--- config.mk ---
export PLATFORM = sky130hd
export DESIGN_NAME = scf_top
export DESIGN_NICKNAME = d
export VERILOG_FILES = /design/src/hw/scf_pkg.sv /design/src/hw/scf_sync2.sv /design/src/hw/scf_channel.sv /design/src/hw/scf_top.sv
export SDC_FILE = /design/constraint.sdc
export NUM_CORES = 1
export LEC_CHECK = 0
export ABC_AREA = 1
export BUFFER_PORTS_ARGS = -buffer_cell sky130_fd_sc_hd__buf_4
export CORE_MARGIN = 2
export CORE_UTILIZATION = 40
export DETAILED_ROUTE_END_ITERATION = 6
export MAX_ROUTING_LAYER = met4
export PLACE_DENSITY = 0.55
export SYNTH_ARGS = -nofsm -noshare
export SYNTH_HDL_FRONTEND = slang
export SYNTH_SLANG_ARGS = --single-unit
--- constraint.sdc ---
create_clock -name mclk_i -period 3.15 [get_ports mclk_i]
set_input_delay 0.945 -clock mclk_i [delete_from_list [all_inputs] [get_ports mclk_i]]
set_output_delay 0.945 -clock mclk_i [all_outputs]
set_load 0.01 [all_outputs]
--- src/hw/scf_pkg.sv ---
// Purpose: Shared constants and types for the switcher clock and fault control
// Assumes: mclk_i at 25 MHz, registers over classic Wishbone
// Notes: Operation
package scf_pkg;
    localparam int unsigned CLK_HZ = 25000000;
    localparam int unsigned NCH = 4;
    // ************************************************************
    // Times and derived cycle counts
    // ************************************************************
    localparam int unsigned DEGLITCH_NS = 55000;
    localparam int unsigned DEGLITCH_CYC = DEGLITCH_NS / 40;
    localparam int unsigned BLANK_US = 100;
    localparam int unsigned BLANK_CYC = BLANK_US * (CLK_HZ / 1000000);
    localparam int unsigned LSON_NS = 200;
    localparam int unsigned LSON_CYC = (LSON_NS + 39) / 40;
    localparam int unsigned OCOFF_MS = 20;
    localparam int unsigned OCOFF_CYC = OCOFF_MS * (CLK_HZ / 1000);
    localparam int unsigned DRAIN_US = 1100;
    localparam int unsigned DRAIN_CYC = DRAIN_US * (CLK_HZ / 1000000);
    localparam int unsigned SEQOFF_MS = 500;
    localparam int unsigned SEQOFF_CYC = SEQOFF_MS * (CLK_HZ / 1000);
    localparam int unsigned PROBE_CYC = 64;
    localparam int unsigned SYNC_LOCK_EDGES = 50;
    localparam int unsigned OC_TRIP = 256;
    localparam int unsigned LS_CLEAR = 6;
    // ************************************************************
    // Register map (word byte addresses)
    // ************************************************************
    localparam logic [7:0] A_CTRL = 8'h00;
    localparam logic [7:0] A_FREQ = 8'h04;
    localparam logic [7:0] A_ILIM = 8'h08;
    localparam logic [7:0] A_STAT = 8'h0c;
    localparam logic [7:0] A_FLT = 8'h10;
    localparam logic [7:0] A_REF = 8'h14;
    localparam logic [7:0] FREQ_RST = 8'h00;
    localparam logic [11:0] ILIM_RST = 12'h6e4;
    localparam logic [1:0] PH_0 = 2'h0;
    localparam logic [1:0] PH_180 = 2'h2;
    typedef enum logic [2:0] {CH_OFF, CH_SOFT, CH_RUN, CH_OVP, CH_LSON, CH_SHUT} scf_ch_e;
    typedef struct packed {
        logic ov;
        logic uv;
        logic hs_oc;
        logic ls_oc;
        logic ss_done;
        logic ramp;
    } scf_sense_s;
    typedef struct packed {
        logic hs_on;
        logic ls_on;
        logic power_good_output;
        logic amp_pull_low;
        logic ss_drain;
        logic shut;
    } scf_drive_s;
endpackage

--- src/hw/scf_sync2.sv ---
// Purpose: Two-flop synchroniser for pins
// Assumes: Width set by parameter
// Notes: First stage read only by second
`timescale 1ns/1ps
`default_nettype none
module scf_sync2 #(parameter int W = 1) (
    input wire logic mclk_i,          // Clock
    input wire logic reset_n_i,       // Async reset
    input wire logic [W-1:0] d_i,     // Async input
    output logic [W-1:0] q_o          // Synchronised
);
    logic [W-1:0] s1_r;
    always_ff @(posedge mclk_i or negedge reset_n_i) begin
        if (!reset_n_i) begin
            s1_r <= '0;
            q_o <= '0;
        end else begin
            s1_r <= d_i;
            q_o <= s1_r;
        end
    end
endmodule
`default_nettype wire

--- src/hw/scf_channel.sv ---
// Purpose: One buck channel fault and gate sequencing
// Assumes: Sense inputs already synchronised
// Notes: Pair coupling done by the top
`timescale 1ns/1ps
`default_nettype none
module scf_channel
    import scf_pkg::*;
#(
    parameter int unsigned OCOFF = OCOFF_CYC,
    parameter int unsigned DRAIN = DRAIN_CYC
) (
    input wire logic mclk_i,               // Clock
    input wire logic reset_n_i,            // Async reset
    input wire logic en_i,                 // Channel enabled
    input wire logic tick_i,               // PWM cycle start
    input wire logic force_shut_i,         // Partner overcurrent shutdown
    input wire scf_pkg::scf_sense_s sns_i, // Sense inputs
    output scf_pkg::scf_drive_s drv_o,     // Gate and status outputs
    output logic ocp_trip_o,               // Pulse: overcurrent shutdown start
    output logic [2:0] flags_o             // Sticky-free live ov, uv, oc
);
    import scf_pkg::*;
    typedef struct packed {
        scf_ch_e st;
        logic [12:0] ovc;
        logic [12:0] uvc;
        logic ovq;
        logic uvq;
        logic [11:0] blk;
        logic [19:0] tmr;
        logic [8:0] occ;
        logic [8:0] lsc;
        logic [2:0] lsq;
        logic ls_seen;
        logic skip;
        logic hs;
        logic ls;
    } scf_chst_s;
    scf_chst_s s_r, s_nxt;
    logic oc_hit;

    // Kept free of force_shut_i so the pair coupling has no loop
    assign oc_hit = (s_r.occ > 9'(OC_TRIP)) || (s_r.lsc == 9'(OC_TRIP));

    always_comb begin
        logic armed;
        armed = 1'b0;
        s_nxt = s_r;
        armed = (s_r.st != CH_SOFT) && (s_r.st != CH_OFF) && !sns_i.ramp && (s_r.blk == '0);
        // Blanking through a ramp and after it
        if (sns_i.ramp)
            s_nxt.blk = 12'(BLANK_CYC);
        else if (s_r.blk != '0)
            s_nxt.blk = s_r.blk - 12'h001;
        // Deglitch counters
        s_nxt.ovc = (armed && sns_i.ov) ? ((s_r.ovc == 13'(DEGLITCH_CYC)) ? s_r.ovc : s_r.ovc + 13'h1) : 13'h0;
        s_nxt.uvc = (armed && sns_i.uv) ? ((s_r.uvc == 13'(DEGLITCH_CYC)) ? s_r.uvc : s_r.uvc + 13'h1) : 13'h0;
        s_nxt.ovq = (s_nxt.ovc == 13'(DEGLITCH_CYC));
        s_nxt.uvq = (s_nxt.uvc == 13'(DEGLITCH_CYC));
        if (tick_i) begin
            // Per-cycle peak and low-side counting
            s_nxt.skip = sns_i.hs_oc;
            if (sns_i.hs_oc && armed)
                s_nxt.occ = s_r.occ + 9'h1;
            else
                s_nxt.occ = 9'h0;
            s_nxt.lsq = s_r.ls_seen ? 3'h0 : ((s_r.lsq == 3'(LS_CLEAR)) ? s_r.lsq : s_r.lsq + 3'h1);
            if (!s_r.ls_seen && s_r.lsq == 3'(LS_CLEAR - 1))
                s_nxt.lsc = 9'h0;
            s_nxt.ls_seen = 1'b0;
        end
        if (sns_i.ls_oc && !s_r.ls_seen && armed) begin
            s_nxt.ls_seen = 1'b1;
            s_nxt.lsc = s_r.lsc + 9'h1;
        end
        // Gate drive defaults: CCM, high side at cycle start
        if (tick_i)
            s_nxt.hs = !sns_i.hs_oc;
        s_nxt.ls = 1'b0;
        if (sns_i.hs_oc || s_r.skip) begin
            s_nxt.hs = 1'b0;
        end
        if (sns_i.ls_oc) begin
            s_nxt.hs = 1'b0;
            s_nxt.ls = 1'b1;
        end else if (!s_nxt.hs && !s_r.skip && !sns_i.hs_oc && s_r.hs == 1'b0 && !tick_i) begin
            s_nxt.ls = s_r.ls;
        end
        case (s_r.st)
            CH_OFF: begin
                s_nxt.hs = 1'b0;
                s_nxt.ls = 1'b0;
                s_nxt.occ = 9'h0;
                s_nxt.lsc = 9'h0;
                if (en_i && !force_shut_i)
                    s_nxt.st = CH_SOFT;
            end
            CH_SOFT: begin
                s_nxt.ovc = 13'h0;
                s_nxt.uvc = 13'h0;
                s_nxt.occ = 9'h0;
                s_nxt.lsc = 9'h0;
                if (sns_i.ss_done)
                    s_nxt.st = CH_RUN;
            end
            CH_RUN: begin
                if (s_nxt.ovq) begin
                    s_nxt.st = CH_OVP;
                end else if (oc_hit) begin
                    s_nxt.st = CH_SHUT;
                    s_nxt.tmr = 20'(OCOFF);
                end
            end
            CH_OVP: begin
                s_nxt.hs = 1'b0;
                s_nxt.ls = 1'b0;
                if (!sns_i.ov) begin
                    s_nxt.st = CH_LSON;
                    s_nxt.tmr = 20'(LSON_CYC);
                end
            end
            CH_LSON: begin
                s_nxt.hs = 1'b0;
                s_nxt.ls = 1'b1;
                s_nxt.tmr = s_r.tmr - 20'h1;
                if (s_r.tmr == 20'h1)
                    s_nxt.st = CH_RUN;
            end
            CH_SHUT: begin
                s_nxt.hs = 1'b0;
                s_nxt.ls = 1'b0;
                s_nxt.occ = 9'h0;
                s_nxt.lsc = 9'h0;
                if (s_r.tmr != 20'h0)
                    s_nxt.tmr = s_r.tmr - 20'h1;
                else
                    s_nxt.st = CH_OFF;
            end
            default: s_nxt.st = CH_OFF;
        endcase
        if (force_shut_i && s_r.st != CH_SHUT) begin
            s_nxt.st = CH_SHUT;
            s_nxt.tmr = 20'(OCOFF);
            s_nxt.hs = 1'b0;
            s_nxt.ls = 1'b0;
        end
        if (!en_i && s_r.st != CH_SHUT) begin
            s_nxt.st = CH_OFF;
            s_nxt.hs = 1'b0;
            s_nxt.ls = 1'b0;
        end
    end

    always_ff @(posedge mclk_i or negedge reset_n_i) begin
        if (!reset_n_i)
            s_r <= '{st: CH_OFF, default: '0};
        else
            s_r <= s_nxt;
    end

    always_comb begin
        drv_o.hs_on = s_r.hs;
        drv_o.ls_on = s_r.ls;
        drv_o.power_good_output = (s_r.st == CH_RUN || s_r.st == CH_LSON) && !s_r.uvq;
        drv_o.shut = (s_r.st == CH_SHUT);
        // Drain during the last stretch of the off time
        drv_o.amp_pull_low = (s_r.st == CH_SHUT) && (s_r.tmr < 20'(DRAIN));
        drv_o.ss_drain = (s_r.st == CH_SHUT) && (s_r.tmr < 20'(DRAIN));
    end
    assign ocp_trip_o = (s_r.st == CH_RUN) && en_i && !s_nxt.ovq && oc_hit;
    assign flags_o = {s_r.ovq, s_r.uvq, s_r.skip};
endmodule
`default_nettype wire

--- src/hw/scf_top.sv ---
// Purpose: PWM clocks and fault control for four buck channels
// Assumes: Classic Wishbone slave, one clock
// Notes: Sync edge and sense pins pass two flops
`timescale 1ns/1ps
`default_nettype none
module scf_top
    import scf_pkg::*;
#(
    parameter int unsigned OCOFF = OCOFF_CYC,
    parameter int unsigned DRAIN = DRAIN_CYC,
    parameter int unsigned SEQOFF = SEQOFF_CYC,
    parameter int unsigned BASE_DIV = 8
) (
    input wire logic mclk_i,                       // 25 MHz clock
    input wire logic reset_n_i,                    // Async reset, low
    input wire logic wb_cyc_i,                     // Wishbone cycle
    input wire logic wb_stb_i,                     // Wishbone strobe
    input wire logic wb_we_i,                      // Write enable
    input wire logic [7:0] wb_adr_i,               // Byte address
    input wire logic [3:0] wb_sel_i,               // Byte lanes
    input wire logic [31:0] wb_dat_i,              // Write data
    output logic [31:0] wb_dat_o,                  // Read data
    output logic wb_ack_o,                         // Acknowledge
    output logic wb_err_o,                         // Unmapped address
    input wire logic sync_pin_i,                   // External sync pulses
    input wire logic [3:0] switcher_enable_pin_i,  // Channel enables
    input wire logic [1:0] share_probe_i,          // Slave amp node high
    output logic [1:0] share_probe_pull_o,         // Discharge during probe
    input wire logic over_temp_i,                  // Above hysteresis
    input wire scf_pkg::scf_sense_s [3:0] sense_i, // Per-channel sense
    output scf_pkg::scf_drive_s [3:0] drive_o,     // Per-channel drive
    output logic [3:0] pwm_clk_o,                  // Per-channel PWM clocks
    output logic master_clk_o,                     // Master clock out
    output logic sync_locked_o                     // Locked to sync
);
    import scf_pkg::*;

    // ************************************************************
    // State
    // ************************************************************
    typedef struct packed {
        logic [7:0] freq;
        logic [11:0] ilim;
        logic [3:0] en;
        logic intseq;
        logic [1:0] share;
        logic [6:0] probe;
        logic startup;
        logic [23:0] seqoff;
        logic [3:0] ramp_req;
        logic [4:0] mdiv;
        logic [4:0] period;
        logic [4:0] scnt;
        logic [5:0] edges;
        logic locked;
        logic sync_d;
        logic [2:0] ph;
        logic ack;
        logic err;
        logic [31:0] rdat;
        logic [3:0] trip_st;
    } scf_top_s;
    scf_top_s s_r, s_nxt;

    logic sync_s;
    logic [3:0] ens_s;
    logic [1:0] probe_s;
    logic otp_s;
    logic [3:0] tick;
    logic [3:0] ocp_trip;
    logic [3:0] shut;
    logic [11:0] ch_flags;
    scf_drive_s [3:0] drv;
    scf_sense_s [3:0] sense_s;

    scf_sync2 #(.W(24)) u_sns (
        .mclk_i(mclk_i),
        .reset_n_i(reset_n_i),
        .d_i(sense_i),
        .q_o(sense_s)
    );

    scf_sync2 #(.W(8)) u_sync (
        .mclk_i(mclk_i),
        .reset_n_i(reset_n_i),
        .d_i({sync_pin_i, switcher_enable_pin_i, share_probe_i, over_temp_i}),
        .q_o({sync_s, ens_s, probe_s, otp_s})
    );

    // Divider code to mask of phase counter bits
    function automatic logic [2:0] div_mask(input logic [1:0] code);
        div_mask = 3'((4'h1 << code) - 4'h1);
    endfunction

    // ************************************************************
    // Next state
    // ************************************************************
    always_comb begin
        logic hit;
        hit = 1'b0;
        s_nxt = s_r;
        s_nxt.ack = 1'b0;
        s_nxt.err = 1'b0;
        s_nxt.ramp_req = 4'h0;
        // Master clock: free run at BASE_DIV, retimed to sync edges
        s_nxt.sync_d = sync_s;
        s_nxt.scnt = (s_r.scnt == 5'h1f) ? s_r.scnt : s_r.scnt + 5'h1;
        if (sync_s && !s_r.sync_d) begin
            s_nxt.scnt = 5'h0;
            if (s_r.startup == 1'b0 && s_r.scnt < 5'h1f) begin
                s_nxt.period = s_r.scnt + 5'h1;
                if (s_r.edges != 6'(SYNC_LOCK_EDGES))
                    s_nxt.edges = s_r.edges + 6'h1;
            end
        end
        if (s_r.scnt == 5'h1f) begin
            s_nxt.edges = 6'h0;
            s_nxt.period = 5'(BASE_DIV);
        end
        s_nxt.locked = (s_nxt.edges == 6'(SYNC_LOCK_EDGES));
        hit = (s_r.mdiv + 5'h1 >= s_r.period) || (s_r.locked && sync_s && !s_r.sync_d);
        s_nxt.mdiv = hit ? 5'h0 : s_r.mdiv + 5'h1;
        if (hit)
            s_nxt.ph = s_r.ph + 3'h1;
        // Sharing probe after reset
        if (s_r.probe != 7'(PROBE_CYC)) begin
            s_nxt.probe = s_r.probe + 7'h1;
            if (s_r.probe == 7'(PROBE_CYC - 1))
                s_nxt.share = probe_s;
        end
        // Startup fault hold-off and overtemperature
        if (s_r.seqoff != 24'h0)
            s_nxt.seqoff = s_r.seqoff - 24'h1;
        if (s_r.intseq && s_r.startup && (|ocp_trip || |s_r.trip_st))
            s_nxt.seqoff = 24'(SEQOFF);
        if (&(s_r.en & ens_s) || !s_r.intseq)
            s_nxt.startup = 1'b0;
        s_nxt.trip_st = {ch_flags[11], ch_flags[8], ch_flags[5], ch_flags[2]};
        if (otp_s)
            s_nxt.startup = 1'b1;
        // Register access
        if (wb_cyc_i && wb_stb_i && !s_r.ack && !s_r.err) begin
            s_nxt.ack = 1'b1;
            case (wb_adr_i)
                A_CTRL: begin
                    s_nxt.rdat = {27'h0, s_r.intseq, s_r.en};
                    if (wb_we_i && wb_sel_i[0]) begin
                        s_nxt.en = wb_dat_i[3:0];
                        s_nxt.intseq = wb_dat_i[4];
                    end
                end
                A_FREQ: begin
                    s_nxt.rdat = {24'h0, s_r.freq};
                    if (wb_we_i && wb_sel_i[0]) begin
                        s_nxt.freq[1:0] = wb_dat_i[1:0];
                        s_nxt.freq[5:4] = wb_dat_i[5:4];
                        // Slave divider bits refused while its pair shares
                        if (!s_r.share[0]) s_nxt.freq[3:2] = wb_dat_i[3:2];
                        if (!s_r.share[1]) s_nxt.freq[7:6] = wb_dat_i[7:6];
                    end
                end
                A_ILIM: begin
                    s_nxt.rdat = {20'h0, s_r.ilim};
                    if (wb_we_i && wb_sel_i[0])
                        s_nxt.ilim[7:0] = wb_dat_i[7:0];
                    if (wb_we_i && wb_sel_i[1])
                        s_nxt.ilim[11:8] = wb_dat_i[11:8];
                end
                A_STAT: s_nxt.rdat = {13'h0, s_r.locked, s_r.share, shut, ch_flags};
                A_FLT: s_nxt.rdat = {7'h0, s_r.seqoff, s_r.startup};
                A_REF: begin
                    s_nxt.rdat = 32'h0;
                    if (wb_we_i && wb_sel_i[0])
                        s_nxt.ramp_req = wb_dat_i[3:0];
                end
                default: begin
                    s_nxt.ack = 1'b0;
                    s_nxt.err = 1'b1;
                end
            endcase
        end
    end

    always_ff @(posedge mclk_i or negedge reset_n_i) begin
        if (!reset_n_i)
            s_r <= '{freq: FREQ_RST, ilim: ILIM_RST, startup: 1'b1, period: 5'(BASE_DIV),
                     default: '0};
        else
            s_r <= s_nxt;
    end

    // ************************************************************
    // Per-channel clocks and fault logic
    // ************************************************************
    genvar g;
    generate
        for (g = 0; g < 4; g++) begin : g_ch
            localparam int M = (g / 2) * 2;
            logic slave;
            logic [1:0] dv;
            logic [1:0] phs;
            logic [2:0] pc;
            scf_sense_s sn;
            assign slave = (g % 2 == 1) && s_r.share[g / 2];
            // Slave follows master divider, phase + 180 at divide by 8 only, else in phase
            assign dv = slave ? s_r.freq[2*M +: 2] : s_r.freq[2*g +: 2];
            assign phs = slave ? (2'(M / 2) ^ PH_180) : 2'(g == 0 ? 0 : g == 1 ? 2 : g == 2 ? 1 : 3);
            assign pc = s_r.ph + {phs, 1'b0};
            assign tick[g] = ((pc & div_mask(dv)) == 3'h0) && (s_r.mdiv == 5'h0);
            // Divide by one has no phase bits, so it is the master clock
            assign pwm_clk_o[g] = (dv == 2'h0) ? master_clk_o :
                ((pc & div_mask(dv)) <= (div_mask(dv) >> 1));
            assign sn = sense_s[g];
            scf_channel #(.OCOFF(OCOFF), .DRAIN(DRAIN)) u_ch (
                .mclk_i(mclk_i),
                .reset_n_i(reset_n_i),
                .en_i(s_r.en[g] & ens_s[g] & (s_r.seqoff == 24'h0) & !otp_s),
                .tick_i(tick[g]),
                .force_shut_i(s_r.share[g / 2] & ocp_trip[g ^ 1]),
                .sns_i(sn),
                .drv_o(drv[g]),
                .ocp_trip_o(ocp_trip[g]),
                .flags_o(ch_flags[3*g +: 3])
            );
            assign shut[g] = drv[g].shut;
        end
    endgenerate

    assign drive_o = drv;
    assign master_clk_o = (s_r.mdiv < (s_r.period >> 1));
    assign sync_locked_o = s_r.locked;
    assign share_probe_pull_o = (s_r.probe != 7'(PROBE_CYC)) ? 2'h3 : 2'h0;
    assign wb_ack_o = s_r.ack;
    assign wb_err_o = s_r.err;
    assign wb_dat_o = s_r.rdat;
endmodule
`default_nettype wire

==> flow_metrics.py, run 1 <==
metrics = {
    "outcome": {
        "status": "finished with violations",
        "violations": "negative setup slack",
    },
    "global_route": {
        "grt_pass1_vias": 25300,
        "grt_pass1_wl_um": 131000,
        "grt-ovfl-total": 0,
        "track_usage": 0.213,
        "antenna_found_initial": 3,
        "grt_max_degree": 104,
    },
    "critical_path": {
        "reg2reg_to": "g_ch[3].u_ch.s_r[20]",
        "cp.arrival_ns": 2.53,
        "timing.rr.start": "g_ch[2].dv[0]",
        "cp_num_buf_inv": 3,
        "path_delay_family": "compound AO/OA/AOI/OAI gates",
        "path_common_cell": "nor2_2",
        "reg2reg_slack_ns": 0.17,
        "crit_slowest_cell": "dfrtp_1",
        "crit_type": "reg -> out",
        "cp-end-kind": "output port",
        "path_cells": "o21ai_1 > nor2_2 > nor2_2 > inv_1 > ha_1 > or2_4 > a21oi_2 > o41ai_2 > buf_4 > buf_6",
        "cp_max_fo": 4,
        "cpPeakStageDelay_ns": 0.41,
        "reg2reg_depth": 18,
        "crit_cells": 10,
        "cp_data_required_time_ns": 2.20,
        "cp-start-kind": "register",
    },
    "floorplan": {
        "ios": 147,
        "rows": 101,
        "fp.dieH_um": 280,
        "start_util": 0.403,
        "dieArea_mm2": 0.0785,
        "design.core.area_mm2": 0.0757,
        "die_w_um": 280,
    },
    "placement": {
        "gp_congestion": 0.900,
        "port_buffers": 117,
        "place_hpwl_um": 59800,
        "place_ws_ns": 0.127,
    },
    "sta": {
        "layout_worst_path_cycle_share": 1.10,
        "setup_ws_ns": -0.329,
        "finalHoldViolCount": 0,
        "relSlewSlack": 0.328,
        "rsz0062_at_grt": "true",
        "skew_ns": 0.0276,
        "fin_crit_ns": 3.48,
        "slew_violations": 0,
        "fmax_mhz": 287,
        "setup_viol": 4,
        "worstMarginPinSlew_ns": 1.00,
        "tns_ns": -0.837,
    },
    "route": {
        "drtIter0Drc": 1796,
        "vias": 26300,
        "vias_per_cell": 5.00,
        "drt_pre_antenna_iters": 5,
        "drt_wl_total_um": 80700,
        "wl_per_cell_um": 15.4,
        "drc": 0,
        "ant_nets": 0,
    },
    "worst_hold_path": {
        "hold_path_class": "in -> async",
    },
    "logic_synthesis": {
        "postSynthCellCount": 4008,
        "synthesis.area_mm2": 0.0305,
        "synth_edf_count": 0,
        "synth_warnings": 0,
        "synth_top_area_frac": 0.430,
        "synth.largest_area_cell": "dfrtp_1",
        "ys_seq_area_frac": 0.437,
        "synth-seq-cells": 532,
        "synth_cell_types": 68,
        "synthFlopType": "dfrtp_1",
        "synthTopCellsByArea": "dfrtp_1, nand2_1, inv_1, nor2_1, nand3_1",
        "postSynthAreaPerCell_um2": 7.61,
        "async_flop_share": 1.00,
    },
    "pwr": {
        "switchingPower_mw": 5.07,
        "irDropWorstVdd_mv": 0.380,
        "p_int_mw": 13.8,
        "switching_share": 0.269,
        "pwr-share-seq": 0.396,
        "combPwrFrac": 0.145,
        "powerDensity_mw_per_mm2": 526,
        "clockPowerShare": 0.459,
        "leakage_nw": 17.1,
    },
    "layout": {
        "drive_above_1_share": 0.124,
        "syn_to_final_growth_pct": 17.2,
        "nets": 4371,
    },
    "clock_network": {
        "cts.clk_slew.worst_paths_ns": 0.06,
        "htree_levels": 3,
        "hold_buffers": 0,
        "cts_made_buffers": 69,
        "cts_buffer_depth": 3,
        "root_buffer": "clkbuf_16",
        "cts_sinks": 532,
        "cts_tree": "done",
        "clk_latency_ns": 0.61,
    },
    "run": {
        "drv_cap": 0,
    },
}
worst max-delay path by stage:
| stage | slack (ns) | startpoint | endpoint |
|---|---|---|---|
| 2_1_floorplan | 0.12 | g_ch[3].slave | pwm_clk_o[3] |
| 5_1_grt | -0.45 | g_ch[3].slave | pwm_clk_o[3] |
| 6_report | -0.33 | g_ch[3].slave | pwm_clk_o[3] |
| 4_1_cts | -0.39 | g_ch[3].slave | pwm_clk_o[3] |
| 3_5_place_dp | 0.13 | g_ch[3].slave | pwm_clk_o[3] |
| 3_3_place_gp | 0.18 | g_ch[3].slave | pwm_clk_o[3] |
cell families (layout without fill, tap and decap cells):
kind of cell	Yosys count	after routing	synth area share
and+or+nand+nor	2031	2031	0.297
buffers and inverters	710	968	0.0959
DFF	532	532	0.437
AOI/OAI and AO/OA	504	504	0.0950
xor gates and xnor gates	149	149	0.0428
adders and majority gates	74	74	0.0304
muxes	7	7	0.00246
other	1	10	0.000123
metrics by stage:
step	cells	cell area [um2]	utilization	hold WS [ns]	power, mW
final	5253	35800	0.472	0.176	18.8
after floorplan	4014	30500	-	0.331	8.80
after global placement	5088	32700	0.432	0.332	9.87
after global routing	5253	35800	0.472	0.156	19.7
after detailed placement	5088	32700	0.432	0.336	9.91
after CTS	5238	35600	0.470	0.149	18.9
flip-flops by register name, summed over array words and instances (netlist names):
name,count
g_ch.u_ch.s_r,332
s_r,82
u_sns.q_o,24
u_sns.s1_r,24
wb_ack_o,1
wb_dat_o,25
g_ch.u_ch.flags_o,12
u_sync.s1_r,8
u_sync.q_o,8
g_ch.dv,4
wb_err_o,1
g_ch.u_ch.drv_o,8
g_ch.slave,2
sync_locked_o,1
layer usage:
metal,share of wire,up-vias,global-route usage
met2,0.45,435,0.332
met1,0.47,12300,0.281
met3,0.048,135,0.0376
met4,0.030,0,0.0675
li1,-,13400,-
met5,0,-,-
synth_stat cells, types with 8 or more instances:
| cell type | count |
|---|---|
| nand2_1 | 840 |
| inv_1 | 594 |
| dfrtp_1 | 524 |
| nor2_1 | 508 |
| nand3_1 | 307 |
| o21ai_0 | 192 |
| a21oi_1 | 149 |
| nor3_1 | 131 |
| xor2_1 | 110 |
| nand4_1 | 88 |
| ha_1 | 74 |
| buf_4 | 48 |
| nor4_1 | 46 |
| xnor2_1 | 39 |
| o22ai_1 | 33 |
| clkbuf_1 | 28 |
| nor2_2 | 21 |
| buf_2 | 20 |
| o21ai_1 | 19 |
| a31oi_1 | 16 |
| or2_2 | 14 |
| a211oi_1 | 12 |
| nor2_4 | 12 |
| o211ai_1 | 12 |
| o31ai_1 | 11 |
| a221oi_1 | 10 |
| inv_2 | 9 |
| nand2_2 | 9 |
| nand3b_1 | 9 |
| dfstp_2 | 8 |
| nor3_2 | 8 |
cells in the final DEF (no fill, tap or decap), types with 10 or more instances in the layout:
cell type | netlist | layout
nand2_1 | 840 | 833
inv_1 | 594 | 585
dfrtp_1 | 524 | 518
nor2_1 | 508 | 499
nand3_1 | 307 | 307
buf_4 | 48 | 215
o21ai_0 | 192 | 183
a21oi_1 | 149 | 144
nor3_1 | 131 | 128
xor2_1 | 110 | 110
nand4_1 | 88 | 88
ha_1 | 74 | 74
clkbuf_16 | 0 | 72
nor4_1 | 46 | 43
xnor2_1 | 39 | 39
o22ai_1 | 33 | 33
nor2_2 | 21 | 29
o21ai_1 | 19 | 24
inv_2 | 9 | 17
a31oi_1 | 16 | 16
clkbuf_8 | 0 | 15
nor2_4 | 12 | 13
nand2_2 | 9 | 13
clkinv_2 | 1 | 13
o211ai_1 | 12 | 12
nor3_2 | 8 | 11
or2_2 | 14 | 11
bufinv_16 | 0 | 11
o21ai_2 | 7 | 10
a211oi_1 | 12 | 10
o31ai_1 | 11 | 10
a221oi_1 | 10 | 10
power groups by stage:
stage | logic [mW] | clock network (mW) | registers, mW
6_report | 2.73 | 8.64 | 7.46
3_3_place_gp | 2.29 | 0 | 7.58
4_1_cts | 2.50 | 8.90 | 7.46
5_1_grt | 3.04 | 9.17 | 7.49
2_1_floorplan | 1.33 | 0 | 7.48
3_5_place_dp | 2.33 | 0 | 7.58
what timing repair did:
action,CTS,global route
setup endpoints to repair,12,44
buffers inserted,23,14
gates resized for setup,52,31
pin swaps,9,8
area by class of cell:
cell class,count,area [um2]
antenna,3,7.51
clock buffer,93,2030
clock inverter,34,490
fill,7565,39900
inverter,607,2280
multi-input combinational,2772,14500
sequential,532,13300
tap,978,1220
timing repair buffer,234,1910
(Power assumes the default switching activity.)
==> run 2, diff against run 1 <==
Settings changed: HOLD_SLACK_MARGIN set to 0.02, SETUP_SLACK_MARGIN set to 0.4.
Clock period 3.15 ns to 3.9 ns, I/O delays scaled along.
==> run 2 against run 1 <==
The flow now finishes without violations. Largest power group unchanged. Critical endpoint is now pwm_clk_o[1]. First-iteration DRC count decreased by 6.1%. Sequential power is 19% lower. Highest routed layer unchanged. Sequential share of layout area rose by 0.78 points. Wire length shrank 0.51%.
==> flow_metrics.py, run 2 (synthesis gave the netlist of run 1 again) <==
metrics = {
    "outcome": {
        "status": "finished clean",
    },
    "clock_network": {
        "cts_tree": "done",
        "cts_made_buffers": 67,
        "cts.clk_slew.worst_paths_ns": 0.06,
        "cts_sinks": 532,
        "root_buffer": "clkbuf_16",
        "clk_latency_ns": 0.60,
        "htree_levels": 3,
        "cts_buffer_depth": 3,
    },
    "critical_path": {
        "path_cells": "nand2_1 > o21ai_1 > nand2_1 > nand2_1 > ha_4 > nor2_1 > o21ai_1 > o311ai_2 > a21oi_2 > buf_4",
        "cp-start-kind": "register",
        "path_delay_family": "compound AO/OA/AOI/OAI gates",
        "cp-end-kind": "output port",
        "path_common_cell": "nand2_1",
        "crit_slowest_cell": "dfrtp_2",
        "cp_max_fo": 5,
        "cp_data_required_time_ns": 2.73,
        "cp.arrival_ns": 2.45,
        "cpPeakStageDelay_ns": 0.43,
        "cp_num_buf_inv": 1,
        "crit_type": "reg -> out",
    },
    "worst_hold_path": {
        "hold_path_class": "reg -> reg",
    },
    "route": {
        "vias": 26100,
        "wl_per_cell_um": 15.5,
        "drc": 0,
        "drt_wl_total_um": 80300,
        "drt_pre_antenna_iters": 6,
        "vias_per_cell": 5.03,
        "drtIter0Drc": 1686,
        "ant_nets": 0,
    },
    "floorplan": {
        "dieArea_mm2": 0.0785,
        "start_util": 0.403,
        "die_w_um": 280,
        "design.core.area_mm2": 0.0757,
        "ios": 147,
        "rows": 101,
        "fp.dieH_um": 280,
    },
    "layout": {
        "syn_to_final_growth_pct": 14.9,
        "final_cell_area_mm2": 0.0350,
        "layout.cells.most_common": "nand2_1",
        "final_util": 0.463,
        "layout_common_cells": "nand2_1, inv_1, dfrtp_1, nor2_1, nand3_1",
        "nets": 4317,
        "largest_reg_flops": 332,
        "fill_cells": 7585,
        "top_register": "g_ch.u_ch.s_r",
        "drive_above_1_share": 0.109,
    },
    "global_route": {
        "grt-ovfl-total": 0,
        "track_usage": 0.211,
        "antenna_found_initial": 2,
        "grt_max_degree": 120,
        "grt_pass1_wl_um": 131000,
        "grt_pass1_vias": 24700,
    },
    "sta": {
        "worstMarginPinSlew_ns": 0.787,
        "finalHoldViolCount": 0,
        "layout_worst_path_cycle_share": 0.929,
        "setup_viol": 0,
        "fmax_mhz": 276,
        "slew_violations": 0,
        "hold-worst-slack_ns": 0.345,
        "relSlewSlack": 0.470,
        "rsz0062_at_grt": "true",
        "tns_ns": 0,
        "fin_crit_ns": 3.62,
        "skew_ns": 0.0220,
    },
    "pwr": {
        "powerDensity_mw_per_mm2": 409,
        "power_mw": 14.3,
        "leakage_nw": 16.7,
        "irDropWorstVdd_mv": 0.274,
    },
    "placement": {
        "place_area_mm2": 0.0323,
        "place_hpwl_um": 58600,
        "gp_congestion": 0.912,
        "port_buffers": 117,
    },
    "run": {
        "drv_cap": 0,
    },
}
## run 2: cell count changes in the layout (fill, tap and decap cells not counted), sizes merged
cell / before / now
buf: 234 / 181
o21ai: 218 / 219
clkinvlp: 3 / 6
bufinv: 11 / 5
clkinv: 19 / 16
inv: 608 / 606
## run 2: path summary, 6_finish.rpt
check / start / end / slack (ns) / cells past startpoint
setup / recovery: g_ch[1].slave / pwm_clk_o[1] / 0.28 / 10
hold / removal: u_sns.s1_r[12] / u_sns.q_o[12] / 0.35 / 0
setup reg to reg: g_ch[3].u_ch.s_r[45] / g_ch[3].u_ch.s_r[26] / 0.74 / 16
hold reg to reg: u_sns.s1_r[12] / u_sns.q_o[12] / 0.35 / 0
max in group asynchronous: reset_n_i / g_ch[1].u_ch.s_r[52] / 2.42 / 2
min in group asynchronous: reset_n_i / u_sns.s1_r[18] / 0.45 / 1
## run 2: worst register-to-register path, delay by kind of cell, from the launching register on
family                   cells  cell delay [ns]
flip-flops                   1             0.38
adder cells (fa/ha/maj)      1             0.17
AO/OA/AOI/OAI                1             0.46
AND/OR/NAND/NOR             11             1.71
buffers and inverters        3             0.36
## run 2: power by group
part / leakage (nW) / internal (mW) / switching (mW) / total, mW
sequential: 7.05 / 5.79 / 0.238 / 6.03
combinational: 8.57 / 0.798 / 1.25 / 2.04
clock: 1.07 / 3.77 / 2.47 / 6.25
total: 16.7 / 10.4 / 3.96 / 14.3
## run 2: repair_timing
item | in CTS | in global routing
gates cloned | 0 | 1
buffers inserted | 16 | 13
hold buffers | 0 | 0
endpoints found under the setup margin | 10 | 31
gates resized for setup | 47 | 32
pin swaps | 9 | 14
## run 2: cell type report
cell class	count	area (um2)	area share
clock inverters	26	288	0.00821
inverters	607	2280	0.0651
repair buffers	181	1440	0.0412
diodes	3	7.51	0.000214
well taps	978	1220	0.0349
multi-input cells	2773	14500	0.415
clock buffers	93	1920	0.0547
flip-flops and latches	532	13300	0.381
## run 2: through the flow
| stage | std cells | worst slack [ns] |
|---|---|---|
| floorplan | 4014 | 0.649 |
| global placement | 5041 | 0.290 |
| detailed placement | 5041 | 0.228 |
| CTS | 5176 | 0.270 |
| global route | 5192 | 0.124 |
| finish | 5193 | 0.277 |
## run 2: layer usage
layer	GRT usage	part of all wire	wire length, um	up-vias
met4	0.0561	0.023	1880	0
met1	0.282	0.47	37900	12300
li1	-	-	-	13300
met5	-	0	0	-
met3	0.0313	0.039	3140	119
met2	0.337	0.47	37400	426
